**src/core/regs_pkg.sv**
```systemverilog
package regs_pkg;

  // ----------------------------------------------------------------
  // register indices and byte addresses
  // ----------------------------------------------------------------
  localparam logic [7:0] IDX_STATUS  = 8'h0c;
  localparam logic [7:0] IDX_MASK    = 8'h0d;
  localparam logic [7:0] IDX_DELAY   = 8'h0e;
  localparam logic [7:0] IDX_KEY     = 8'h10;
  localparam logic [7:0] IDX_CONFIG  = 8'h11;
  localparam logic [7:0] IDX_SCRATCH = 8'h20;

  localparam logic [7:0] ADDR_STATUS  = {IDX_STATUS[5:0], 2'b00};
  localparam logic [7:0] ADDR_MASK    = {IDX_MASK[5:0], 2'b00};
  localparam logic [7:0] ADDR_DELAY   = {IDX_DELAY[5:0], 2'b00};
  localparam logic [7:0] ADDR_KEY     = {IDX_KEY[5:0], 2'b00};
  localparam logic [7:0] ADDR_CONFIG  = {IDX_CONFIG[5:0], 2'b00};
  localparam logic [7:0] ADDR_SCRATCH = {IDX_SCRATCH[5:0], 2'b00};

  // ----------------------------------------------------------------
  // reset values, keys, field positions
  // ----------------------------------------------------------------
  localparam logic [7:0] RST_STATUS  = 8'h00;
  localparam logic [7:0] RST_MASK    = 8'hdf;
  localparam logic [7:0] RST_DELAY   = 8'h07;
  localparam logic [7:0] RST_KEY     = 8'h00;
  localparam logic [7:0] RST_CONFIG  = 8'h00;
  localparam logic [7:0] RST_SCRATCH = 8'h00;

  localparam logic [7:0] KEY_FIRST   = 8'hba;
  localparam logic [7:0] KEY_SECOND  = 8'hbe;
  localparam logic [7:0] KEY_RELOCK  = 8'h00;

  localparam int BIT_LED_OVP      = 7;
  localparam int BIT_REG_PG       = 6;
  localparam int BIT_PROJ_ON      = 5;
  localparam int BIT_ARRAY_REG    = 4;
  localparam int BIT_UNDERVOLTAGE = 3;
  localparam int BIT_LOW_BATTERY  = 2;
  localparam int BIT_THERM_SHUT   = 1;
  localparam int BIT_THERM_WARN   = 0;

  localparam int OFFSET_DELAY_LSB = 4;
  localparam int BIAS_DELAY_LSB   = 0;
  localparam int CFG_NV_PROGRAM   = 2;
  localparam int CFG_DIRECT_MODE  = 1;

  // ----------------------------------------------------------------
  // timing: delays counted in ticks of 0.1 us
  // ----------------------------------------------------------------
  localparam int CLK_PERIOD_NS = 10;
  localparam int TICK_NS       = 100;
  localparam int TICK_CYCLES   = (TICK_NS + CLK_PERIOD_NS - 1) / CLK_PERIOD_NS;

  localparam logic [13:0] DELAY_TENTHS_US [16] = '{
    14'h0028, 14'h0050, 14'h00a0, 14'h0140, 14'h0280, 14'h0500, 14'h0a00, 14'h1400,
    14'h003e, 14'h007c, 14'h00f9, 14'h01f2, 14'h03e3, 14'h07c7, 14'h0f8f, 14'h2802
  };

  // ----------------------------------------------------------------
  // types
  // ----------------------------------------------------------------
  typedef enum logic [1:0] {LOCKED, KEY_HALF, UNLOCKED} lock_state_t;

  typedef struct packed {
    logic        psel;
    logic        penable;
    logic        pwrite;
    logic [7:0]  paddr;
    logic [31:0] pwdata;
  } apb_req_t;

  typedef struct packed {
    logic [31:0] prdata;
    logic        pready;
    logic        pslverr;
  } apb_rsp_t;

  typedef struct packed {
    logic bias_rail_en;
    logic negative_reset_rail_en;
    logic offset_rail_en;
    logic array_reset_n;
  } rails_t;

  typedef struct packed {
    logic       program_pulse;
    logic [7:0] data;
  } nvm_t;

  typedef struct packed {
    apb_rsp_t    apb;
    logic [7:0]  status;
    logic [7:0]  mask;
    logic [7:0]  delay;
    logic [7:0]  key;
    logic [7:0]  config_bits;
    logic [7:0]  scratch;
    lock_state_t lock;
    logic        irq;
    nvm_t        nvm;
    rails_t      rails;
    logic [7:0]  tick_cnt;
    logic        tick;
    logic [13:0] bias_cnt;
    logic [13:0] offset_cnt;
  } state_t;

endpackage : regs_pkg

```
**src/core/pmic_mask_timing_unlock_regs.sv**
```systemverilog
// Design decision made here: the APB slave port.
module pmic_mask_timing_unlock_regs #(
  parameter logic [7:0] tick_cycles = 8'(regs_pkg::TICK_CYCLES)
) (
  input  wire logic              clk,
  input  wire logic              sys_rst,
  input  wire regs_pkg::apb_req_t apb_req,
  output      regs_pkg::apb_rsp_t apb_rsp,
  input  wire logic [7:0]        fault_flags,
  input  wire logic              rails_enable,
  output      logic              irq,
  output      logic              direct_mode,
  output      regs_pkg::nvm_t    nvm,
  output      regs_pkg::rails_t  rails
);

  // ----------------------------------------------------------------
  // helpers
  // ----------------------------------------------------------------
  function automatic logic [13:0] delay_ticks(input logic [3:0] code);
    delay_ticks = regs_pkg::DELAY_TENTHS_US[code];
  endfunction : delay_ticks

  function automatic logic addr_hit(input logic [7:0] a);
    addr_hit = (a == regs_pkg::ADDR_STATUS) || (a == regs_pkg::ADDR_MASK) ||
               (a == regs_pkg::ADDR_DELAY) || (a == regs_pkg::ADDR_KEY) ||
               (a == regs_pkg::ADDR_CONFIG) || (a == regs_pkg::ADDR_SCRATCH);
  endfunction : addr_hit

  regs_pkg::state_t state_reg;
  regs_pkg::state_t state_next;

  logic       setup_phase;
  logic       write_take;
  logic [7:0] wdata;
  logic [3:0] bias_code;
  logic [3:0] offset_code;

  assign setup_phase = apb_req.psel && !apb_req.penable && !state_reg.apb.pready;
  assign write_take  = apb_req.psel && apb_req.penable && state_reg.apb.pready && apb_req.pwrite &&
                       addr_hit(apb_req.paddr);
  assign wdata       = apb_req.pwdata[7:0];
  assign bias_code   = state_reg.delay[regs_pkg::BIAS_DELAY_LSB +: 4];
  assign offset_code = state_reg.delay[regs_pkg::OFFSET_DELAY_LSB +: 4];

  // ----------------------------------------------------------------
  // next state
  // ----------------------------------------------------------------
  always_comb begin
    state_next = state_reg;
    state_next.nvm.program_pulse = 1'b0;

    // apb answer: one access cycle, no wait states
    state_next.apb.pready = setup_phase;
    if (setup_phase) begin
      state_next.apb.pslverr = !addr_hit(apb_req.paddr);
      state_next.apb.prdata  = 32'h0000_0000;
      if (!apb_req.pwrite) begin
        unique case (apb_req.paddr)
          regs_pkg::ADDR_STATUS:  state_next.apb.prdata[7:0] = state_reg.status;
          regs_pkg::ADDR_MASK:    state_next.apb.prdata[7:0] = state_reg.mask;
          regs_pkg::ADDR_DELAY:   state_next.apb.prdata[7:0] = state_reg.delay;
          regs_pkg::ADDR_KEY:     state_next.apb.prdata[7:0] = state_reg.key;
          regs_pkg::ADDR_CONFIG:  state_next.apb.prdata[7:0] = state_reg.config_bits;
          regs_pkg::ADDR_SCRATCH: state_next.apb.prdata[7:0] = state_reg.scratch;
          default:                state_next.apb.prdata      = 32'h0000_0000;
        endcase
      end
    end else if (!apb_req.psel) begin
      state_next.apb.pslverr = 1'b0;
    end

    // register writes at the access edge
    if (write_take) begin
      unique case (apb_req.paddr)
        regs_pkg::ADDR_MASK: begin
          state_next.mask = wdata;
        end
        regs_pkg::ADDR_DELAY: begin
          state_next.delay = wdata;
        end
        regs_pkg::ADDR_KEY: begin
          state_next.key = wdata;
          unique case (state_reg.lock)
            regs_pkg::LOCKED: begin
              state_next.lock = (wdata == regs_pkg::KEY_FIRST) ? regs_pkg::KEY_HALF : regs_pkg::LOCKED;
            end
            regs_pkg::KEY_HALF: begin
              if (wdata == regs_pkg::KEY_SECOND) begin
                state_next.lock = regs_pkg::UNLOCKED;
              end else if (wdata == regs_pkg::KEY_FIRST) begin
                state_next.lock = regs_pkg::KEY_HALF;
              end else begin
                state_next.lock = regs_pkg::LOCKED;
              end
            end
            regs_pkg::UNLOCKED: begin
              if (wdata == regs_pkg::KEY_RELOCK) begin
                state_next.lock = regs_pkg::LOCKED;
              end
            end
            default: begin
              state_next.lock = regs_pkg::LOCKED;
            end
          endcase
        end
        regs_pkg::ADDR_CONFIG: begin
          if (state_reg.lock == regs_pkg::UNLOCKED) begin
            state_next.config_bits = wdata;
            if (wdata[regs_pkg::CFG_NV_PROGRAM]) begin
              state_next.nvm.program_pulse = 1'b1;
              state_next.nvm.data          = state_reg.scratch;
            end
          end
        end
        regs_pkg::ADDR_SCRATCH: begin
          state_next.scratch = wdata;
        end
        default: begin
          state_next.scratch = state_reg.scratch;
        end
      endcase
    end

    // status follows the fault sources
    state_next.status = fault_flags;

    // interrupt gating, one mask bit per status bit
    state_next.irq = |(state_reg.status & ~state_reg.mask);

    // 0.1 us tick divider, held in phase while rails are off
    state_next.tick = 1'b0;
    if (!rails_enable) begin
      state_next.tick_cnt = 8'h00;
    end else if (state_reg.tick_cnt == tick_cycles - 8'h01) begin
      state_next.tick_cnt = 8'h00;
      state_next.tick     = 1'b1;
    end else begin
      state_next.tick_cnt = state_reg.tick_cnt + 8'h01;
    end

    // rail sequencing: bias and negative rail first, then offset and reset
    if (!rails_enable) begin
      state_next.bias_cnt   = 14'h0000;
      state_next.offset_cnt = 14'h0000;
      state_next.rails      = '0;
    end else if (state_reg.tick) begin
      if (!state_reg.rails.bias_rail_en) begin
        if (state_reg.bias_cnt + 14'h0001 >= delay_ticks(bias_code)) begin
          state_next.rails.bias_rail_en           = 1'b1;
          state_next.rails.negative_reset_rail_en = 1'b1;
        end else begin
          state_next.bias_cnt = state_reg.bias_cnt + 14'h0001;
        end
      end else if (!state_reg.rails.offset_rail_en) begin
        if (state_reg.offset_cnt + 14'h0001 >= delay_ticks(offset_code)) begin
          state_next.rails.offset_rail_en = 1'b1;
          state_next.rails.array_reset_n  = 1'b1;
        end else begin
          state_next.offset_cnt = state_reg.offset_cnt + 14'h0001;
        end
      end
    end
  end

  // ----------------------------------------------------------------
  // state register
  // ----------------------------------------------------------------
  always_ff @(posedge clk) begin
    if (sys_rst) begin
      state_reg             <= '0;
      state_reg.status      <= regs_pkg::RST_STATUS;
      state_reg.mask        <= regs_pkg::RST_MASK;
      state_reg.delay       <= regs_pkg::RST_DELAY;
      state_reg.key         <= regs_pkg::RST_KEY;
      state_reg.config_bits <= regs_pkg::RST_CONFIG;
      state_reg.scratch     <= regs_pkg::RST_SCRATCH;
      state_reg.lock        <= regs_pkg::LOCKED;
    end else begin
      state_reg <= state_next;
    end
  end

  // ----------------------------------------------------------------
  // outputs
  // ----------------------------------------------------------------
  assign apb_rsp     = state_reg.apb;
  assign irq         = state_reg.irq;
  assign direct_mode = state_reg.config_bits[regs_pkg::CFG_DIRECT_MODE];
  assign nvm         = state_reg.nvm;
  assign rails       = state_reg.rails;

endmodule : pmic_mask_timing_unlock_regs

```
**config.mk**
```make
export PLATFORM = sky130hd
export DESIGN_NAME = pmic_mask_timing_unlock_regs
export DESIGN_NICKNAME = d
export VERILOG_FILES = /design/src/core/regs_pkg.sv /design/src/core/pmic_mask_timing_unlock_regs.sv
export SDC_FILE = /design/constraint.sdc
export NUM_CORES = 1
export LEC_CHECK = 0
export BUFFER_PORTS_ARGS = -buffer_cell sky130_fd_sc_hd__buf_2
export CORE_MARGIN = 2
export CORE_UTILIZATION = 58
export DETAILED_ROUTE_END_ITERATION = 10
export PLACE_DENSITY = 0.81
export SYNTH_ARGS = -nofsm -noshare
export SYNTH_HDL_FRONTEND = slang
export SYNTH_SLANG_ARGS = --single-unit
export TNS_END_PERCENT = 20
```
**constraint.sdc**
```tcl
create_clock -name clk -period 6.7 [get_ports clk]
set_input_delay 1.34 -clock clk [delete_from_list [all_inputs] [get_ports clk]]
set_output_delay 1.34 -clock clk [all_outputs]
set_load 0.05 [all_outputs]
```
==> qor.txt, run 1 <==
Placeable core region - 10900 sq um
Antenna-violating nets left - 0
CP peak stage delay - 0.60 ns
I/O Buffers - 54
Die Ht - 110 um
Post-route cell area - 6760 sq um
Die W - 110 um
Max-slew violation count - 0
Tot GR Track Use - 23.8%
Reg power frac - 54.7%
Fmax - 268 MHz
Post-CTS resize count - 0
Max FFs per register - 78
RSZ-0062 raised after global routing - false
Initial antenna violation count - 0
Clk_lat worst skew - 0.40 ns
Final WS setup - 2.97 ns
Crit. End Element - register
Clock share of power - 39.0%
Main synth FF type - dfxtp_1
Asr flop ratio synth - 0%
CP max-delay cell - or4_1
Commonest cells after routing, fill and taps aside - 111 x dfxtp_1, 89 x nand2_1, 63 x a21oi_1
Grt ovf - 0
CTS root buf - clkbuf_8
Final setup vio count - 0
CTS max path bufs - 2
Pwr/cell area - 180 nW/um^2
Combinational share of power - 6.3%
Largest net degree at the start of global routing - 65
H-tree Lvls - 3
DR vias - 5480
Tcrit/Tclk final - 55.6%
Family with the most delay on the worst path - simple AND/OR/NAND/NOR gates
Synth area leader - dfxtp_1
Flops & latches, synth - 111
Worst path bufs/invs - 0
Drt drc - 0
DP Cell Count - 907
Max cap viols - 0
TritonRoute pass-1 iters - 6
DRT iter0 DRCs - 483
# rows - 38
Finished Core Util - 62.1%
Peak VDD IR - 115 uV
Post-CTS Hold Buffers - 0
Clock edge transition at the registers on the reported setup and hold paths - 0.10 ns
Fin nets - 876
Yosys top cell area share - 34.3%
Leak Pwr - 0.00261 uW
Main combinational cell family by area after synthesis - simple AND/OR/NAND/NOR gates
Crit Path Max Fanout - 30
Sw Pwr - 313 uW
Syn. warnings - 0
Sum of negative setup slack - 0 ns
Crit Path Category - register to register
Syn Inst Count - 777
Multi-input gate area - 3750 sq um
Place WS - 2.71 ns
Worst-path cell chain - ha_1 -> nand3_1 -> or3_4 -> nor2_1 -> nand3_1 -> xnor2_1 -> ha_1 -> nand4_1 -> o221ai_1 -> a21o_1 -> or4_1 -> a21oi_1
Number of global-route vias before repair - 5112
Crit path launch type - register
Int Pwr - 905 uW
Number of diodes - 0
Req. time, crit path - 7.01 ns
Routed WL per cell - 15.5 um
Non-Filler Instances - 923
TritonCTS clock tree - yes
Post-synthesis sequential area ratio - 34.3%
Status - finished, final reports clean
Final WL - 14300 um
Total CTS buffers - 9
Worst Path Arrival - 4.04 ns
Adder-Cell Fraction of Synth Area - 8.49%
Storage element area - 2220 sq um
Sw frac - 25.7%
Final hold vios - 0
First-pass GRT wire length - 22900 um
Slew of the pin with the lowest slew margin - 1.12 ns
Share of cells above drive strength 1 - 10.5%
Top area cells in the synthesized netlist - dfxtp_1 34%, ha_1 8.5%, buf_4 5.4%
Crit path time final - 3.73 ns
Slew Limit Headroom - 25.1%
Mapped cell area - 6480 sq um
Mux cell area share after synthesis - 3.26%
Hold crit path type - register to register
Placer Congestion - 0.855
Compound-gate portion of the synthesized area - 17.2%
Die footprint - 12000 sq um
Area after DPL - 6520 sq um
Most common cell after layout, fill and taps aside - dfxtp_1
Yosys cell types - 61
Area share of and/or/nand/nor cells after synthesis - 22.6%
Setup repair bufs after CTS - 0
Post-Syn Area per Cell - 8.34 sq um
Drt via density - 5.94
CTS sink count - 111
Area Growth Syn to Fin - 4.23%
Post-synthesis xor/xnor area fraction - 4.73%
HPWL Detailed - 10400 um
I/O pins - 103
Fill cells - 938
Initial Util - 59.5%
Clock Skew - 0.00979 ns
Number of synthesized flops with an enable pin - 0
-- stage by stage --
step	power [uW]	hold WS, ns
2_1_floorplan	747	0.436
3_3_place_gp	756	0.441
3_5_place_dp	757	0.448
4_1_cts	1220	0.462
5_1_grt	1250	0.482
6_report	1220	0.461
-- cell usage after synthesis, drive strengths merged, types with 18 or more instances --
master	count
mux2i	20
ha	44
o21ai	23
clkbuf	36
nand3	34
xnor2	21
buf	54
nor2b	18
nor2	56
a21oi	63
dfxtp	111
nand2	89
inv	20
-- power groups by stage --
| stage | clock network, uW | registers [uW] | logic (uW) |
|---|---|---|---|
| final | 475 | 667 | 76.6 |
| after detailed placement | 0 | 682 | 75.9 |
| after global routing | 504 | 667 | 81.9 |
| after CTS | 482 | 666 | 75.9 |
| after global placement | 0 | 681 | 74.3 |
| after floorplan | 0 | 681 | 65.5 |
-- worst reg2reg max path: cells and delay by family (launching register included) --
family                     cells  cell delay [ns]
AOI/OAI and AO/OA              3             0.72
adders and majority gates      2             0.56
and+or+nand+nor                6             1.75
xor gates and xnor gates       1             0.17
DFF                            1             0.43
-- cell families after synthesis --
kind of cell               count (synthesis)
and+or+nand+nor                          285
AOI/OAI and AO/OA                        169
DFF                                      111
buffers and inverters                    111
adders and majority gates                 44
xor gates and xnor gates                  35
muxes                                     21
other                                      1
-- area by class of cell --
class | instances | share of cell area, %
timing repair buffer | 57 | 4.33
inverter | 21 | 1.17
clock inverter | 6 | 1.46
multi-input combinational | 578 | 55.5
sequential | 111 | 32.9
clock buffer | 10 | 2.04
tap | 140 | 2.59
-- metal layers --
metal | global-route usage, % | wire length [um] | up-vias
li1 | - | - | 2709
met1 | 31.1 | 6400 | 2592
met2 | 38.8 | 6860 | 155
met3 | 4.86 | 850 | 24
met4 | 8.86 | 217 | 0
met5 | 0 | 0 | -
-- worst paths after layout --
check,slack (ns),start,end,cells past startpoint
setup / recovery,2.97,state_reg[0],state_reg[13],12
hold / removal,0.46,state_reg[71],state_reg[71],2
setup reg to reg,2.97,state_reg[0],state_reg[13],12
hold reg to reg,0.46,state_reg[71],state_reg[71],2
No activity file was read; power rests on OpenSTA's default activity.
==> run 2: changes to the inputs <==
- ABC_AREA: unset -> 1
- clock period: 6.7 -> 3.6 ns (I/O delays scaled with it)
==> qor.txt, run 2 <==
Status - finished with violations
Failing checks - DRC
CTS sink count - 111 (unchanged)
Fin nets - 1137 (+30%)
Clock Skew - 0.00830 ns (-0.00150 ns)
Synth area leader - dfxtp_1
Main synth FF type - dfxtp_1
Placer Congestion - 0.879 (+2.7%)
Mapped cell area - 6900 sq um (+6.4%)
Yosys cell types - 42 (-31%)
Fin Hold WS - 0.465 ns (+0.00451 ns)
Number of diodes - 0 (unchanged)
DRT iter0 DRCs - 560 (+16%)
Post-synthesis sequential area ratio - 32.2% (-2.1 points)
Hold crit path type - register to register
Final WL - 15100 um (+5.1%)
Asr flop ratio synth - 0% (unchanged)
Antenna-violating nets left - 0 (unchanged)
# rows - 39 (+2.6%)
Max cap viols - 0 (unchanged)
Total CTS buffers - 9 (unchanged)
Slew Limit Headroom - 52.9% (+28 points)
Crit. End Element - register
I/O Buffers - 54 (unchanged)
Crit Path Category - register to register
Setup repair bufs after CTS - 0 (unchanged)
Finished Core Util - 63.5% (+1.4 points)
CTS max path bufs - 2 (unchanged)
Post-Syn Area per Cell - 6.77 sq um (-19%)
Yosys top cell area share - 32.2% (-2.1 points)
Flops & latches, synth - 111 (unchanged)
Die Ht - 113 um (+3.0%)
Leak Pwr - 0.00376 uW (+44%)
Drt via density - 5.19 (-13%)
I/O pins - 103 (unchanged)
Max FFs per register - 78 (unchanged)
Worst Path Arrival - 3.50 ns (-0.54 ns)
Peak VDD IR - 349 uV (+200%)
Die W - 113 um (+3.0%)
Crit Path Max Fanout - 18 (-40%)
Slew of the pin with the lowest slew margin - 0.706 ns (-0.417 ns)
Initial antenna violation count - 0 (unchanged)
Storage element area - 2220 sq um (unchanged)
Routed WL per cell - 12.7 um (-18%)
Max-slew violation count - 0 (unchanged)
Fmax - 309 MHz (+15%)
Number of global-route vias before repair - 5576 (+9.1%)
Multi-input gate area - 3800 sq um (+1.4%)
Synth top cells by count - 276 x nand2_1, 152 x nor2_1, 118 x inv_1, 111 x dfxtp_1, 55 x a21oi_1
DR vias - 6162 (+12%)
Largest net degree at the start of global routing - 43 (-34%)
Syn Inst Count - 1018 (+31%)
HPWL Detailed - 10900 um (+5.1%)
RSZ-0062 raised after global routing - false
Syn. warnings - 0 (unchanged)
CTS root buf - clkbuf_16
Pwr/cell area - 332 nW/um^2 (+84%)
Crit path launch type - register
Top area cells in the synthesized netlist - dfxtp_1 32%, nand2_1 15%, nor2_1 8.3%
Placeable core region - 11500 sq um (+5.8%)
Area Growth Syn to Fin - 6.04%
H-tree Lvls - 3 (unchanged)
CP peak stage delay - 0.37 ns (-0.23 ns)
Share of cells above drive strength 1 - 10.9% (+0.45 points)
Tot GR Track Use - 24.5% (+0.63 points)
Most common cell after layout, fill and taps aside - nand2_1
Worst-path cell chain - inv_1 -> nor3_2 -> nand2_1 -> nor2_1 -> nand3_1 -> nand2_1 -> inv_1 -> ha_1 -> nand2_1 -> nor2_1 -> inv_1 -> nor3_1 -> o21ai_0 -> nand4_2 -> buf_4 -> nand2_1 -> nand2_1 -> nor2_1
TritonRoute pass-1 iters - 8 (+2)
Drt drc - 3 (+3)
Post-CTS Hold Buffers - 0 (unchanged)
Final hold vios - 0 (unchanged)
Crit path time final - 3.24 ns (-0.491 ns)
Die footprint - 12800 sq um (+6.1%)
Tcrit/Tclk final - 89.9% (+34 points)
TritonCTS clock tree - yes
Cell with the most instances after synthesis - nand2_1
First-pass GRT wire length - 25400 um (+11%)
Req. time, crit path - 3.86 ns (-3.15 ns)
Clock edge transition at the registers on the reported setup and hold paths - 0.08 ns (-0.02 ns)
CP max-delay cell - dfxtp_1
Post-CTS resize count - 0 (unchanged)
Initial Util - 59.9% (+0.34 points)
Sum of negative setup slack - 0 ns (unchanged)
Final setup vio count - 0 (unchanged)
Number of synthesized flops with an enable pin - 0 (unchanged)
Fill cells - 1058 (+13%)
Grt ovf - 0 (unchanged)
CP most frequent cell - nand2_1
Clk_lat worst skew - 0.37 ns (-0.03 ns)
Commonest cells after routing, fill and taps aside - 276 x nand2_1, 152 x nor2_1, 118 x inv_1
==> run 2: changes by cell type in the layout (fill, tap and decap cells not counted), moves of 11 or more <==
cell / delta
nand4_1: +27
nor2b_1: -18
xnor2_1: -20
a211o_1: -11
o31ai_1: -11
or4_1: -14
nand2_1: +187
mux2i_1: -20
nor2_1: +96
inv_1: +98
==> run 2: report_power, final <==
| part | switching [uW] | total, uW | leakage [uW] | internal, uW |
|---|---|---|---|---|
| Combinational | 124 | 150 | 0.00271 | 25.3 |
| Sequential | 4.76 | 1240 | 0.000897 | 1230 |
| Clock | 522 | 1040 | 0.000152 | 515 |
| Total | 651 | 2420 | 0.00376 | 1770 |
==> run 2: through the flow <==
step	setup WS (ns)	cells	total power [uW]	cell area (sq um)
after floorplan	0.943	1041	1400	6980
after global placement	0.539	1171	1410	7000
after detailed placement	0.439	1171	1420	7000
after CTS	0.389	1187	2450	7310
after global routing	0.0290	1187	2510	7310
final	0.364	1187	2420	7310
==> run 2: layer usage <==
| layer | share of wire (%) | GRT usage [%] | wire, um |
|---|---|---|---|
| met5 | 0 | 0 | 0 |
| met4 | 2.4 | 9.19 | 364 |
| met3 | 6.2 | 4.71 | 931 |
| met2 | 48 | 40.8 | 7160 |
| met1 | 44 | 31.5 | 6600 |
==> run 2: kinds of logic (layout without fill, tap and decap cells) <==
logic type,count (synthesis),in the layout,synth area share [%]
AOI/OAI and AO/OA,109,109,9.27
buffers and inverters,198,201,13.8
xor gates and xnor gates,25,25,3.18
DFF,111,111,32.2
other,1,24,0.0544
adders and majority gates,44,44,7.98
and+or+nand+nor,530,530,33.4
==> run 2: path summary, 6_finish.rpt <==
kind	slack [ns]	cells after the start	start	to
setup / recovery	0.36	18	state_reg[0]	state_reg[11]
hold / removal	0.47	2	state_reg[74]	state_reg[74]
setup reg to reg	0.36	18	state_reg[0]	state_reg[11]
hold reg to reg	0.47	2	state_reg[74]	state_reg[74]
==> run 2: cell type report <==
cell class	instances	area share (%)
clock inverters	6	1.03
multi-input cells	732	52.0
clock buffers	10	3.27
inverters	123	6.31
well taps	143	2.45
flip-flops and latches	111	30.4
repair buffers	62	4.52
==> run 2: worst max-delay path, delay by kind of cell (launching register included) <==
| family | cells | cell delay, ns |
|---|---|---|
| simple gates | 12 | 1.77 |
| buf+inv | 4 | 0.50 |
| flops | 1 | 0.37 |
| fa+ha+maj | 1 | 0.30 |
| compound gates | 1 | 0.19 |
==> run 3: changes to the inputs <==
==> constraint.sdc (replaced) <==
create_clock -name clk -period 3.6 [get_ports clk]
set_input_delay 0.36 -clock clk [delete_from_list [all_inputs] [get_ports clk]]
set_output_delay 0.36 -clock clk [all_outputs]
set_load 0.05 [all_outputs]
==> qor.txt, run 3 (synthesized netlist as in run 2, its figures left out) <==
Status - finished with violations
Failing checks - DRC
Share of cells above drive strength 1 - 10.8% (-0.085 points)
Max cap viols - 0 (unchanged)
I/O Buffers - 54 (unchanged)
Fin Hold WS - 0.189 ns (-0.276 ns)
Final setup vio count - 0 (unchanged)
I/O pins - 103 (unchanged)
Worst Path Arrival - 3.41 ns (-0.09 ns)
CP most frequent cell - nand2_1
Slew of the pin with the lowest slew margin - 0.776 ns (+0.0700 ns)
Area Growth Syn to Fin - 5.77%
Initial Util - 59.9% (unchanged)
Clock edge transition at the registers on the reported setup and hold paths - 0.08 ns (about the same)
Number of diodes - 0 (unchanged)
Leak Pwr - 0.00374 uW (-0.46%)
HPWL Detailed - 10700 um (-1.2%)
Fill cells - 1058 (unchanged)
Number of global-route vias before repair - 5486 (-1.6%)
First-pass GRT wire length - 24700 um (-2.7%)
Peak VDD IR - 287 uV (-18%)
Finished Core Util - 63.3% (-0.16 points)
CTS max path bufs - 2 (unchanged)
Sum of negative setup slack - 0 ns (unchanged)
CP peak stage delay - 0.37 ns (about the same)
Most common cell after layout, fill and taps aside - nand2_1
Die Ht - 113 um (unchanged)
Grt ovf - 0 (unchanged)
CP max-delay cell - dfxtp_1
TritonRoute pass-1 iters - 9 (+1)
Crit path time final - 3.16 ns (-0.0776 ns)
Crit path launch type - register
CTS root buf - clkbuf_16
Crit Path Max Fanout - 18 (unchanged)
Crit. End Element - register
Crit Path Category - register to register
CTS sink count - 111 (unchanged)
Final hold vios - 0 (unchanged)
Placer Congestion - 0.889 (+1.1%)
Fin nets - 1136 (-0.088%)
Clock Skew - 0.00923 ns (+0.000935 ns)
Place WS - 0.473 ns (+0.0341 ns)
Hold crit path type - input pin to register
Worst-path cell chain - inv_1 -> nor3_2 -> nand2_1 -> nor2_1 -> nand3_1 -> nand2_1 -> inv_1 -> ha_1 -> nand2_1 -> nor2_1 -> inv_1 -> nor3_1 -> o21ai_0 -> nand4_2 -> buf_4 -> nand2_1 -> nand2_1 -> nor2_1
Die footprint - 12800 sq um (unchanged)
Die W - 113 um (unchanged)
Multi-input gate area - 3810 sq um (+0.13%)
Placeable core region - 11500 sq um (unchanged)
Max FFs per register - 78 (unchanged)
DR vias - 6105 (-0.93%)
Total CTS buffers - 9 (unchanged)
Final WL - 14800 um (-2.0%)
Routed WL per cell - 12.4 um (-1.9%)
Fmax - 317 MHz (+2.5%)
TritonCTS clock tree - yes
RSZ-0062 raised after global routing - false
Storage element area - 2220 sq um (unchanged)
Pwr/cell area - 326 nW/um^2 (-1.7%)
Antenna-violating nets left - 0 (unchanged)
Req. time, crit path - 3.86 ns (about the same)
# rows - 39 (unchanged)
Drt drc - 3 (unchanged)
Tot GR Track Use - 23.7% (-0.81 points)
DP Cell Count - 1170 (-0.085%)
DRT iter0 DRCs - 484 (-14%)
Tcrit/Tclk final - 87.7% (-2.2 points)
H-tree Lvls - 3 (unchanged)
Non-Filler Instances - 1186 (-0.084%)
Max-slew violation count - 0 (unchanged)
Final WS setup - 0.442 ns (+0.0776 ns)
Clk_lat worst skew - 0.36 ns (about the same)
Drt via density - 5.15 (-0.84%)
Slew Limit Headroom - 48.2% (-4.7 points)
Commonest cells after routing, fill and taps aside - 276 x nand2_1, 152 x nor2_1, 118 x inv_1
Largest net degree at the start of global routing - 44 (+2.3%)
Initial antenna violation count - 0 (unchanged)
Setup repair bufs after CTS - 0 (unchanged)
[run 3: cell types whose count changed in the layout (fill, tap and decap cells not counted)]
| cell | change |
|---|---|
| buf_4 | -1 |
| clkbuf_1 | +1 |
| clkbuf_8 | -1 |
| clkinv_4 | +2 |
| clkinv_8 | -1 |
| clkinvlp_4 | +1 |
| inv_6 | -3 |
| inv_8 | +1 |
| nor3_1 | -1 |
| nor3_2 | +1 |
[run 3: critical path, delay by kind of cell, from the launching register on]
family | cells | cell delay, ns
compound gates | 1 | 0.20
flops | 1 | 0.37
simple gates | 12 | 1.71
fa+ha+maj | 1 | 0.30
buf+inv | 4 | 0.48
[run 3: area by class of cell]
cell class,count,share of cell area (%)
multi-input combinational,732,52.2
sequential,111,30.5
inverter,123,6.33
timing repair buffer,61,4.43
clock buffer,10,3.14
tap,143,2.45
clock inverter,6,0.944
[run 3: worst paths after layout]
kind / startpoint / to / slack, ns / cells after the start
worst max-delay path: state_reg[0] / state_reg[6] / 0.44 / 18
worst min-delay path: fault_flags[4] / state_reg[97] / 0.19 / 3
worst max register to register: state_reg[0] / state_reg[6] / 0.44 / 18
worst min register to register: state_reg[63] / state_reg[63] / 0.46 / 2
[run 3: per-layer routing]
metal	global-route usage, %	up-vias	routed length, um
met5	0	-	0
met4	7.40	0	280
met3	5.52	25	797
met2	39.5	176	6900
met1	30.4	2710	6780
li1	-	3194	-
[run 3: through the flow]
stage	cell area, sq um	power (uW)
3_5_place_dp	6990	1420
5_1_grt	7290	2450
4_1_cts	7290	2400
6_report	7290	2380
3_3_place_gp	6990	1410
2_1_floorplan	6980	1400
[run 3: what timing repair did]
action / in CTS / in global routing
endpoints found under the setup margin: 0 / 2
resized for setup: 0 / 1
hold buffers: 0 / 0
[run 3: power by group]
group          switching (uW)  internal (uW)
clock                     500            489
combinational             124           25.0
sequential               4.46           1230
